$ cat config.mk
export PLATFORM = sky130hd
export DESIGN_NAME = sut_watchdog
export DESIGN_NICKNAME = d
export VERILOG_FILES = /design/src/shared/sut_pkg.sv /design/src/verilog/sut_count_chain.sv /design/src/verilog/sut_watchdog.sv
export SDC_FILE = /design/constraint.sdc
export NUM_CORES = 1
export LEC_CHECK = 0
export ABC_AREA = 1
export BUFFER_PORTS_ARGS = -buffer_cell sky130_fd_sc_hd__buf_2
export CELL_PAD_IN_SITES_DETAIL_PLACEMENT = 1
export CELL_PAD_IN_SITES_GLOBAL_PLACEMENT = 1
export CORE_ASPECT_RATIO = 1.25
export CORE_MARGIN = 4
export CORE_UTILIZATION = 42
export DETAILED_ROUTE_END_ITERATION = 6
export PLACE_DENSITY = 0.85
export SETUP_SLACK_MARGIN = 0.5
export SYNTH_ARGS = -nofsm -noshare
export SYNTH_HDL_FRONTEND = slang
export SYNTH_SLANG_ARGS = --single-unit
$ cat constraint.sdc
create_clock -name ref_clk -period 2.4 [get_ports ref_clk]
set_input_delay 0.48 -clock ref_clk [delete_from_list [all_inputs] [get_ports ref_clk]]
set_output_delay 0.48 -clock ref_clk [all_outputs]
set_load 0.01 [all_outputs]
$ cat src/shared/sut_pkg.sv
package sut_pkg;

   // ---------------------------------------------
   // register map
   // ---------------------------------------------
   localparam logic [7:0] ADDR_KEY = 8'ha6;
   localparam logic [7:0] ADDR_CTRL = 8'ha7;
   localparam logic [7:0] CTRL_RESET = 8'h00;

   // ---------------------------------------------
   // control field positions
   // ---------------------------------------------
   localparam int PS_LSB = 5;
   localparam int PS_MSB = 7;
   localparam int BIT_IDLE_DIS = 4;
   localparam int BIT_RSTO_DIS = 3;
   localparam int BIT_SOFT = 2;
   localparam int BIT_OVF = 1;
   localparam int BIT_RUN = 0;

   // ---------------------------------------------
   // key bytes
   // ---------------------------------------------
   localparam logic [7:0] KEY_RUN_1 = 8'h1e;
   localparam logic [7:0] KEY_RUN_2 = 8'he1;
   localparam logic [7:0] KEY_SOFT_1 = 8'h5a;
   localparam logic [7:0] KEY_SOFT_2 = 8'ha5;

   // ---------------------------------------------
   // counting chain
   // ---------------------------------------------
   localparam int PRE_W = 7;
   localparam int TMR_W = 14;
   localparam int CNT_W = PRE_W + TMR_W;
   localparam int PERIOD_BASE_EXP = 14;
   localparam int TPS_W = 4;

   // ---------------------------------------------
   // types
   // ---------------------------------------------
   typedef enum logic [1:0] {
      SEQ_IDLE,
      SEQ_RUN_HALF,
      SEQ_SOFT_HALF
   } sut_seq_t;

   typedef struct packed {
      logic [7:0] addr;
      logic [7:0] wdata;
      logic wr;
      logic rd;
   } sut_sfr_req_t;

endpackage

$ cat src/verilog/sut_count_chain.sv
module sut_count_chain #(
   parameter int PRE_W = 7,
   parameter int TMR_W = 14
) (
   // clock and reset
   input wire logic ref_clk,
   input wire logic sys_rst,
   // control
   input wire logic clr,
   input wire logic tick,
   // state
   output logic [PRE_W+TMR_W-1:0] count
);

   logic [PRE_W-1:0] pre_r;
   logic [PRE_W-1:0] pre_nxt;
   logic [TMR_W-1:0] tmr_r;
   logic [TMR_W-1:0] tmr_nxt;

   always_comb begin
      pre_nxt = pre_r;
      tmr_nxt = tmr_r;
      if (clr) begin
         pre_nxt = '0;
         tmr_nxt = '0;
      end else if (tick) begin
         pre_nxt = pre_r + 1'b1;
         if (&pre_r) begin
            tmr_nxt = tmr_r + 1'b1;
         end
      end
   end

   always_ff @(posedge ref_clk or posedge sys_rst) begin
      if (sys_rst) begin
         pre_r <= '0;
         tmr_r <= '0;
      end else begin
         pre_r <= pre_nxt;
         tmr_r <= tmr_nxt;
      end
   end

   assign count = {tmr_r, pre_r};

endmodule

$ cat src/verilog/sut_watchdog.sv
// Overview of operation
// - The timer counts system clock cycles by default.
// - Control bits 7 to 5 pick a time-out of 2 to the power of code plus 14 cycles.
// - The time-out is stretched by one plus the external system timer prescale value.
// - Counting uses a 7-bit prescaler feeding a 14-bit timer.
// - Any reset stops and disables the timer, and it never counts in power-down.
// - Reaching the time-out unfed sends an internal reset pulse to the cpu.
// - Writing 1e then e1 to the key register starts the timer and sets the running bit.
// - Reads may come between the two key bytes, but any other register write breaks the pair.
// - Any other key pattern resets at once and sets both reset-cause flags.
// - Writing 5a then a5 makes a software reset even when stopped and sets the soft flag.
// - A time-out reset sets the overflow flag, which holds until software clears it.
// - Unless reset output is disabled, a watchdog reset drives the reset pin to its polarity.
// - The running bit is read-only and shows whether the timer runs.
module sut_watchdog #(
   parameter int TPS_W = sut_pkg::TPS_W
) (
   // clock and reset
   input wire logic ref_clk,
   input wire logic sys_rst,
   // register bus
   input wire sut_pkg::sut_sfr_req_t sfr_req,
   output logic [7:0] sfr_rdata,
   // system state
   input wire logic idle_mode,
   input wire logic power_down,
   input wire logic [TPS_W-1:0] system_timer_prescale,
   input wire logic reset_pin_polarity,
   // reset outputs
   output logic cpu_reset,
   output logic rst_pin_o,
   output logic rst_pin_oe
);

   // ---------------------------------------------
   // state
   // ---------------------------------------------
   sut_pkg::sut_seq_t seq_r, seq_nxt;
   logic [7:0] ctrl_r, ctrl_nxt;
   logic [TPS_W-1:0] tps_cnt_r, tps_cnt_nxt;
   logic [7:0] rdata_r, rdata_nxt;
   logic rst_r, rst_nxt;
   logic pin_o_r, pin_o_nxt;
   logic pin_oe_r, pin_oe_nxt;
   logic [sut_pkg::CNT_W-1:0] count;
   logic [sut_pkg::CNT_W-1:0] limit;
   logic [2:0] ps;
   logic key_wr, other_wr, ctrl_wr;
   logic feed, soft_go, key_err;
   logic count_en, tick, timeout, clr;

   // ---------------------------------------------
   // decode
   // ---------------------------------------------
   always_comb begin
      key_wr = 1'b0;
      other_wr = 1'b0;
      ctrl_wr = 1'b0;
      if (sfr_req.wr && sfr_req.addr == sut_pkg::ADDR_KEY) begin
         key_wr = 1'b1;
      end else if (sfr_req.wr) begin
         other_wr = 1'b1;
         ctrl_wr = (sfr_req.addr == sut_pkg::ADDR_CTRL);
      end
   end

   // ---------------------------------------------
   // key sequence
   // ---------------------------------------------
   always_comb begin
      seq_nxt = seq_r;
      feed = 1'b0;
      soft_go = 1'b0;
      key_err = 1'b0;
      case (seq_r)
         sut_pkg::SEQ_IDLE: begin
            if (key_wr) begin
               if (sfr_req.wdata == sut_pkg::KEY_RUN_1) begin
                  seq_nxt = sut_pkg::SEQ_RUN_HALF;
               end else if (sfr_req.wdata == sut_pkg::KEY_SOFT_1) begin
                  seq_nxt = sut_pkg::SEQ_SOFT_HALF;
               end else begin
                  key_err = 1'b1;
               end
            end
         end
         sut_pkg::SEQ_RUN_HALF: begin
            if (key_wr) begin
               seq_nxt = sut_pkg::SEQ_IDLE;
               feed = (sfr_req.wdata == sut_pkg::KEY_RUN_2);
               key_err = !feed;
            end else if (other_wr) begin
               seq_nxt = sut_pkg::SEQ_IDLE;
            end
         end
         sut_pkg::SEQ_SOFT_HALF: begin
            if (key_wr) begin
               seq_nxt = sut_pkg::SEQ_IDLE;
               soft_go = (sfr_req.wdata == sut_pkg::KEY_SOFT_2);
               key_err = !soft_go;
            end else if (other_wr) begin
               seq_nxt = sut_pkg::SEQ_IDLE;
            end
         end
         default: seq_nxt = sut_pkg::SEQ_IDLE;
      endcase
   end

   // ---------------------------------------------
   // counting
   // ---------------------------------------------
   assign ps = ctrl_r[sut_pkg::PS_MSB:sut_pkg::PS_LSB];

   // halt in power-down and optionally idle
   assign count_en = ctrl_r[sut_pkg::BIT_RUN] && !power_down
                     && !(idle_mode && ctrl_r[sut_pkg::BIT_IDLE_DIS]);
   // one tick per clock times prescale plus one
   assign tick = count_en && (tps_cnt_r == system_timer_prescale);
   assign limit = sut_pkg::CNT_W'((22'h1 << (5'(ps) + 5'(sut_pkg::PERIOD_BASE_EXP)))
                  - 22'h1);
   assign timeout = tick && (count == limit) && !feed;
   // feed restarts; stopped timer held clear
   assign clr = feed || !ctrl_r[sut_pkg::BIT_RUN];

   always_comb begin
      tps_cnt_nxt = tps_cnt_r;
      if (clr || tick) begin
         tps_cnt_nxt = '0;
      end else if (count_en) begin
         tps_cnt_nxt = tps_cnt_r + 1'b1;
      end
   end

   sut_count_chain #(
      .PRE_W(sut_pkg::PRE_W),
      .TMR_W(sut_pkg::TMR_W)
   ) u_chain (
      .ref_clk(ref_clk),
      .sys_rst(sys_rst),
      .clr(clr),
      .tick(tick),
      .count(count)
   );

   // ---------------------------------------------
   // control register and reset outputs
   // ---------------------------------------------
   always_comb begin
      ctrl_nxt = ctrl_r;
      rst_nxt = 1'b0;
      if (ctrl_wr) begin
         ctrl_nxt[7:3] = sfr_req.wdata[7:3];
         // flags only clear by write; writing one keeps them
         ctrl_nxt[2:1] = ctrl_r[2:1] & sfr_req.wdata[2:1];
      end
      if (feed) begin
         ctrl_nxt[sut_pkg::BIT_RUN] = 1'b1;
      end
      if (timeout || soft_go || key_err) begin
         rst_nxt = 1'b1;
         // our own reset also stops the timer; flags survive it
         // a clear written in this cycle still reaches the flag not being set
         ctrl_nxt = {sut_pkg::CTRL_RESET[7:3], ctrl_nxt[2:1], 1'b0};
         // overflow and soft flags, set wins over clear
         ctrl_nxt[sut_pkg::BIT_OVF] = ctrl_nxt[sut_pkg::BIT_OVF] || timeout || key_err;
         ctrl_nxt[sut_pkg::BIT_SOFT] = ctrl_nxt[sut_pkg::BIT_SOFT] || soft_go || key_err;
      end
      // pin driven only when output not disabled
      pin_oe_nxt = rst_nxt && !ctrl_r[sut_pkg::BIT_RSTO_DIS];
      pin_o_nxt = reset_pin_polarity;
      // running bit read back, never written
      rdata_nxt = (sfr_req.rd && sfr_req.addr == sut_pkg::ADDR_CTRL) ? ctrl_r : 8'h00;
   end

   always_ff @(posedge ref_clk or posedge sys_rst) begin
      if (sys_rst) begin
         seq_r <= sut_pkg::SEQ_IDLE;
         ctrl_r <= sut_pkg::CTRL_RESET;
         tps_cnt_r <= '0;
         rdata_r <= 8'h00;
         rst_r <= 1'b0;
         pin_o_r <= 1'b0;
         pin_oe_r <= 1'b0;
      end else begin
         seq_r <= (rst_nxt ? sut_pkg::SEQ_IDLE : seq_nxt);
         ctrl_r <= ctrl_nxt;
         tps_cnt_r <= tps_cnt_nxt;
         rdata_r <= rdata_nxt;
         rst_r <= rst_nxt;
         pin_o_r <= pin_o_nxt;
         pin_oe_r <= pin_oe_nxt;
      end
   end

   assign sfr_rdata = rdata_r;
   assign cpu_reset = rst_r;
   assign rst_pin_o = pin_o_r;
   assign rst_pin_oe = pin_oe_r;
endmodule

==> impl_metrics.py <==
metrics = {
    "outcome": {
        "status": "completed",
    },
    "place": {
        "place_inst": 571,
        "hpwlAfterDp_um": 7060,
        "placed_cell_area_um2": 3450,
        "gp_congestion": 0.853,
        "port_buffers": 37,
    },
    "global_route": {
        "antenna_found_initial": 0,
        "grt_pass1_vias": 3370,
        "grt_overflow": 0,
        "grt_usage_pct": 21.6,
        "grt_max_degree": 44,
        "grt_pass1_wl_um": 15700,
    },
    "logic_synthesis": {
        "synth_top_area_share_pct": 36.6,
        "synth-seq-area-share_pct": 36.6,
        "ys_ff_latch": 46,
        "synth_cell_types": 39,
        "synth_nets": 484,
        "synth_cells": 444,
        "synth_area_um2": 3150,
        "yosys_warnings": 0,
        "synth.largest_area_cell": "dfrtp_1",
        "syn_area_per_cell_um2": 7.09,
        "synth.area.top_cells": "dfrtp_1 (37%), nand2_1 (14%), inv_1 (7.3%), nor2_1 (6.7%), nand3_1 (5.9%)",
    },
    "timing": {
        "finalSetupViolations": 0,
        "fin_worst_skew_ns": 0.00464,
        "post-route-min-period_ns": 2.20,
        "max_slew.worst_pin.slew_ns": 0.553,
        "drv_slew": 0,
        "rsz0062_at_grt": "true",
        "fmax_mhz": 455,
        "hold_viol_final": 0,
        "tns_ns": 0,
        "max_slew_margin_pct": 63.1,
        "period_share_pct": 91.5,
    },
    "power_and_ir_drop": {
        "switching_power_w": 0.000763,
        "p_int_w": 0.00129,
        "leakage_nw": 1.99,
        "switching_share_pct": 37.1,
        "p_comb_share_pct": 29.0,
        "power.density_nw_per_um2": 518,
        "p_clk_share_pct": 26.4,
        "seqPwrFrac_pct": 44.6,
        "irDropWorstVdd_mv": 0.317,
    },
    "detailed_routing": {
        "avgRoutedWirePerCell_um": 17.2,
        "drtPass1Iterations": 4,
        "drtIter0Drc": 141,
        "drc": 0,
        "vias_per_cell": 5.39,
        "antenna_left": 0,
        "via_count": 3255,
        "drt_wl_total_um": 10400,
    },
    "setup_path": {
        "path_buf_inv": 4,
        "path_max_fanout": 6,
        "timing.rr.start": "ctrl_r[6]",
        "cp-end-kind": "flip-flop",
        "arrival_ns": 2.42,
        "r2r_end": "ctrl_r[3]",
        "crit_path_top_delay_cell": "dfrtp_1",
        "critPathLaunchType": "flip-flop",
        "r2r_slack_ns": 0.20,
        "cp.required_ns": 2.63,
        "cp_top_family": "simple AND/OR/NAND/NOR gates",
        "rr_worst_depth": 13,
        "path_cells": "buf_6 -> buf_4 -> ha_1 -> inv_1 -> nand3_1 -> nand3_1 -> nand2_1 -> nand3_2 -> nor2_4 -> nand3_4 -> buf_12 -> nand2_4 -> a21oi_1",
        "critPathKind": "reg -> reg",
        "max_stage_delay_ns": 0.44,
        "cpMostUsedCell": "nand3_1",
        "crit_cells": 13,
    },
    "clock_tree": {
        "cts_tree": "yes",
        "clkLatencyLatePin_ns": 0.32,
        "clockBufferDepth": 2,
        "cts-root-buf": "clkbuf_8",
        "cts_buffers": 5,
        "cts.reportedPaths.clkPinSlew_ns": 0.10,
        "cts.sinks": 46,
        "cts.htree.levels": 2,
    },
    "floorplanning": {
        "initial_core_util_pct": 42.8,
        "fp-row-count": 35,
        "die_x_um": 85.4,
        "dieArea_um2": 8950,
        "ioPinCount": 38,
        "die_h_um": 105,
        "core-area_um2": 7360,
    },
    "flow_run": {
        "cap_violations": 0,
    },
    "worst_hold_path": {
        "worst_hold_path_type": "in -> reg",
        "hold-path-endpoint": "rst_pin_o",
        "hold_depth": 1,
        "hold_start": "reset_pin_polarity",
    },
    "final_layout": {
        "fin_cells": 604,
        "nNetsFinal": 551,
        "area_growth_pct": 26.0,
        "fin_area_um2": 3960,
        "antenna_cells": 0,
        "drive_above_1_share_pct": 27.3,
    },
}
[cell usage after synthesis (all sizes together)]
| library cell | n |
|---|---|
| ha | 13 |
| nand3 | 40 |
| nand2 | 122 |
| and3 | 2 |
| or2 | 1 |
| nor3 | 11 |
| dfrtp | 46 |
| nor3b | 4 |
| a31oi | 2 |
| nand4 | 11 |
| nor4 | 3 |
| inv | 68 |
| o21ai | 19 |
| xor2 | 8 |
| o31ai | 2 |
| and2 | 3 |
| buf | 6 |
| a21oi | 16 |
| xnor2 | 2 |
| nor2 | 62 |
| clkinv | 1 |
| nand3b | 2 |
[sequential cells by signal, indices dropped and copies added, names as in the netlist]
| name | flops |
|---|---|
| u_chain.tmr_r | 14 |
| ctrl_r | 8 |
| sfr_rdata | 8 |
| u_chain.pre_r | 7 |
| tps_cnt_r | 4 |
| seq_r | 2 |
| cpu_reset | 1 |
| rst_pin_o | 1 |
| rst_pin_oe | 1 |
[placed cells by master, fill, tap and decap left out, drive strengths merged, types with 5 or more instances in the layout]
cell type,count
a21oi,16
xor2,8
nand2,122
o21ai,19
inv,70
nand3,40
nor2,62
clkbuf,5
ha,13
buf,65
dfrtp,46
nor3,11
nand4,11
[cells by family after synthesis]
group	after synthesis	share of synthesized area [%]
and+or+nand+nor	261	39.4
buffers and inverters	75	9.58
DFF	46	36.6
AOI/OAI and AO/OA	39	6.44
adders and majority gates	13	5.17
xor gates and xnor gates	10	2.78
[timing repair]
item,CTS,global route
buffers inserted,7,16
pin swaps,6,21
hold buffers,1,0
setup endpoints to repair,11,21
resized for setup,14,43
hold endpoints to repair,3,0
gates cloned,1,0
[cell type report]
type	count	area, um^2
clock inverter	3	28.8
inverter	69	272
clock buffer	5	68.8
tap	92	115
multi-input combinational	323	1900
fill	965	3390
sequential	46	1150
timing repair buffer	66	425
[how the worst max path moves through the flow]
stage                     start               end  slack [ns]
floorplan             ctrl_r[6]          seq_r[0]        0.43
global placement    sfr_req[16]  u_chain.tmr_r[8]        0.27
detailed placement    ctrl_r[7]          seq_r[0]        0.18
CTS                   ctrl_r[7]          seq_r[0]        0.37
global route          ctrl_r[6]         ctrl_r[3]        0.15
finish                ctrl_r[6]         ctrl_r[3]        0.20
[power by group through the flow]
stage / clock network [W] / logic [W] / registers (W)
2_1_floorplan: 0 / 0.000374 / 0.000908
3_3_place_gp: 0 / 0.000463 / 0.000921
3_5_place_dp: 0 / 0.000494 / 0.000927
4_1_cts: 0.000547 / 0.000529 / 0.000912
5_1_grt: 0.000576 / 0.000671 / 0.000928
6_report: 0.000542 / 0.000596 / 0.000917
[layer usage]
metal  part of all wire (%)  wire (um)  global-route usage (%)  vias to the layer above
li1                       -          -                       -                     1540
met1                     38       3930                    24.1                     1599
met2                     55       5710                    40.9                       88
met3                    3.7        380                    2.76                       28
met4                    3.3        345                    7.47                        0
met5                      0          0                       0                        -
[stage by stage]
step / worst slack [ns] / hold WS [ns] / total power (W) / utilization [%]
detailed placement: 0.181 / 0.344 / 0.00142 / 46.9
global placement: 0.270 / 0.337 / 0.00138 / 46.9
CTS: 0.367 / 0.270 / 0.00199 / 50.1
global route: 0.154 / 0.261 / 0.00217 / 53.9
floorplan: 0.427 / 0.426 / 0.00128 / -
finish: 0.204 / 0.274 / 0.00206 / 53.9
(Power assumes the default switching activity.)
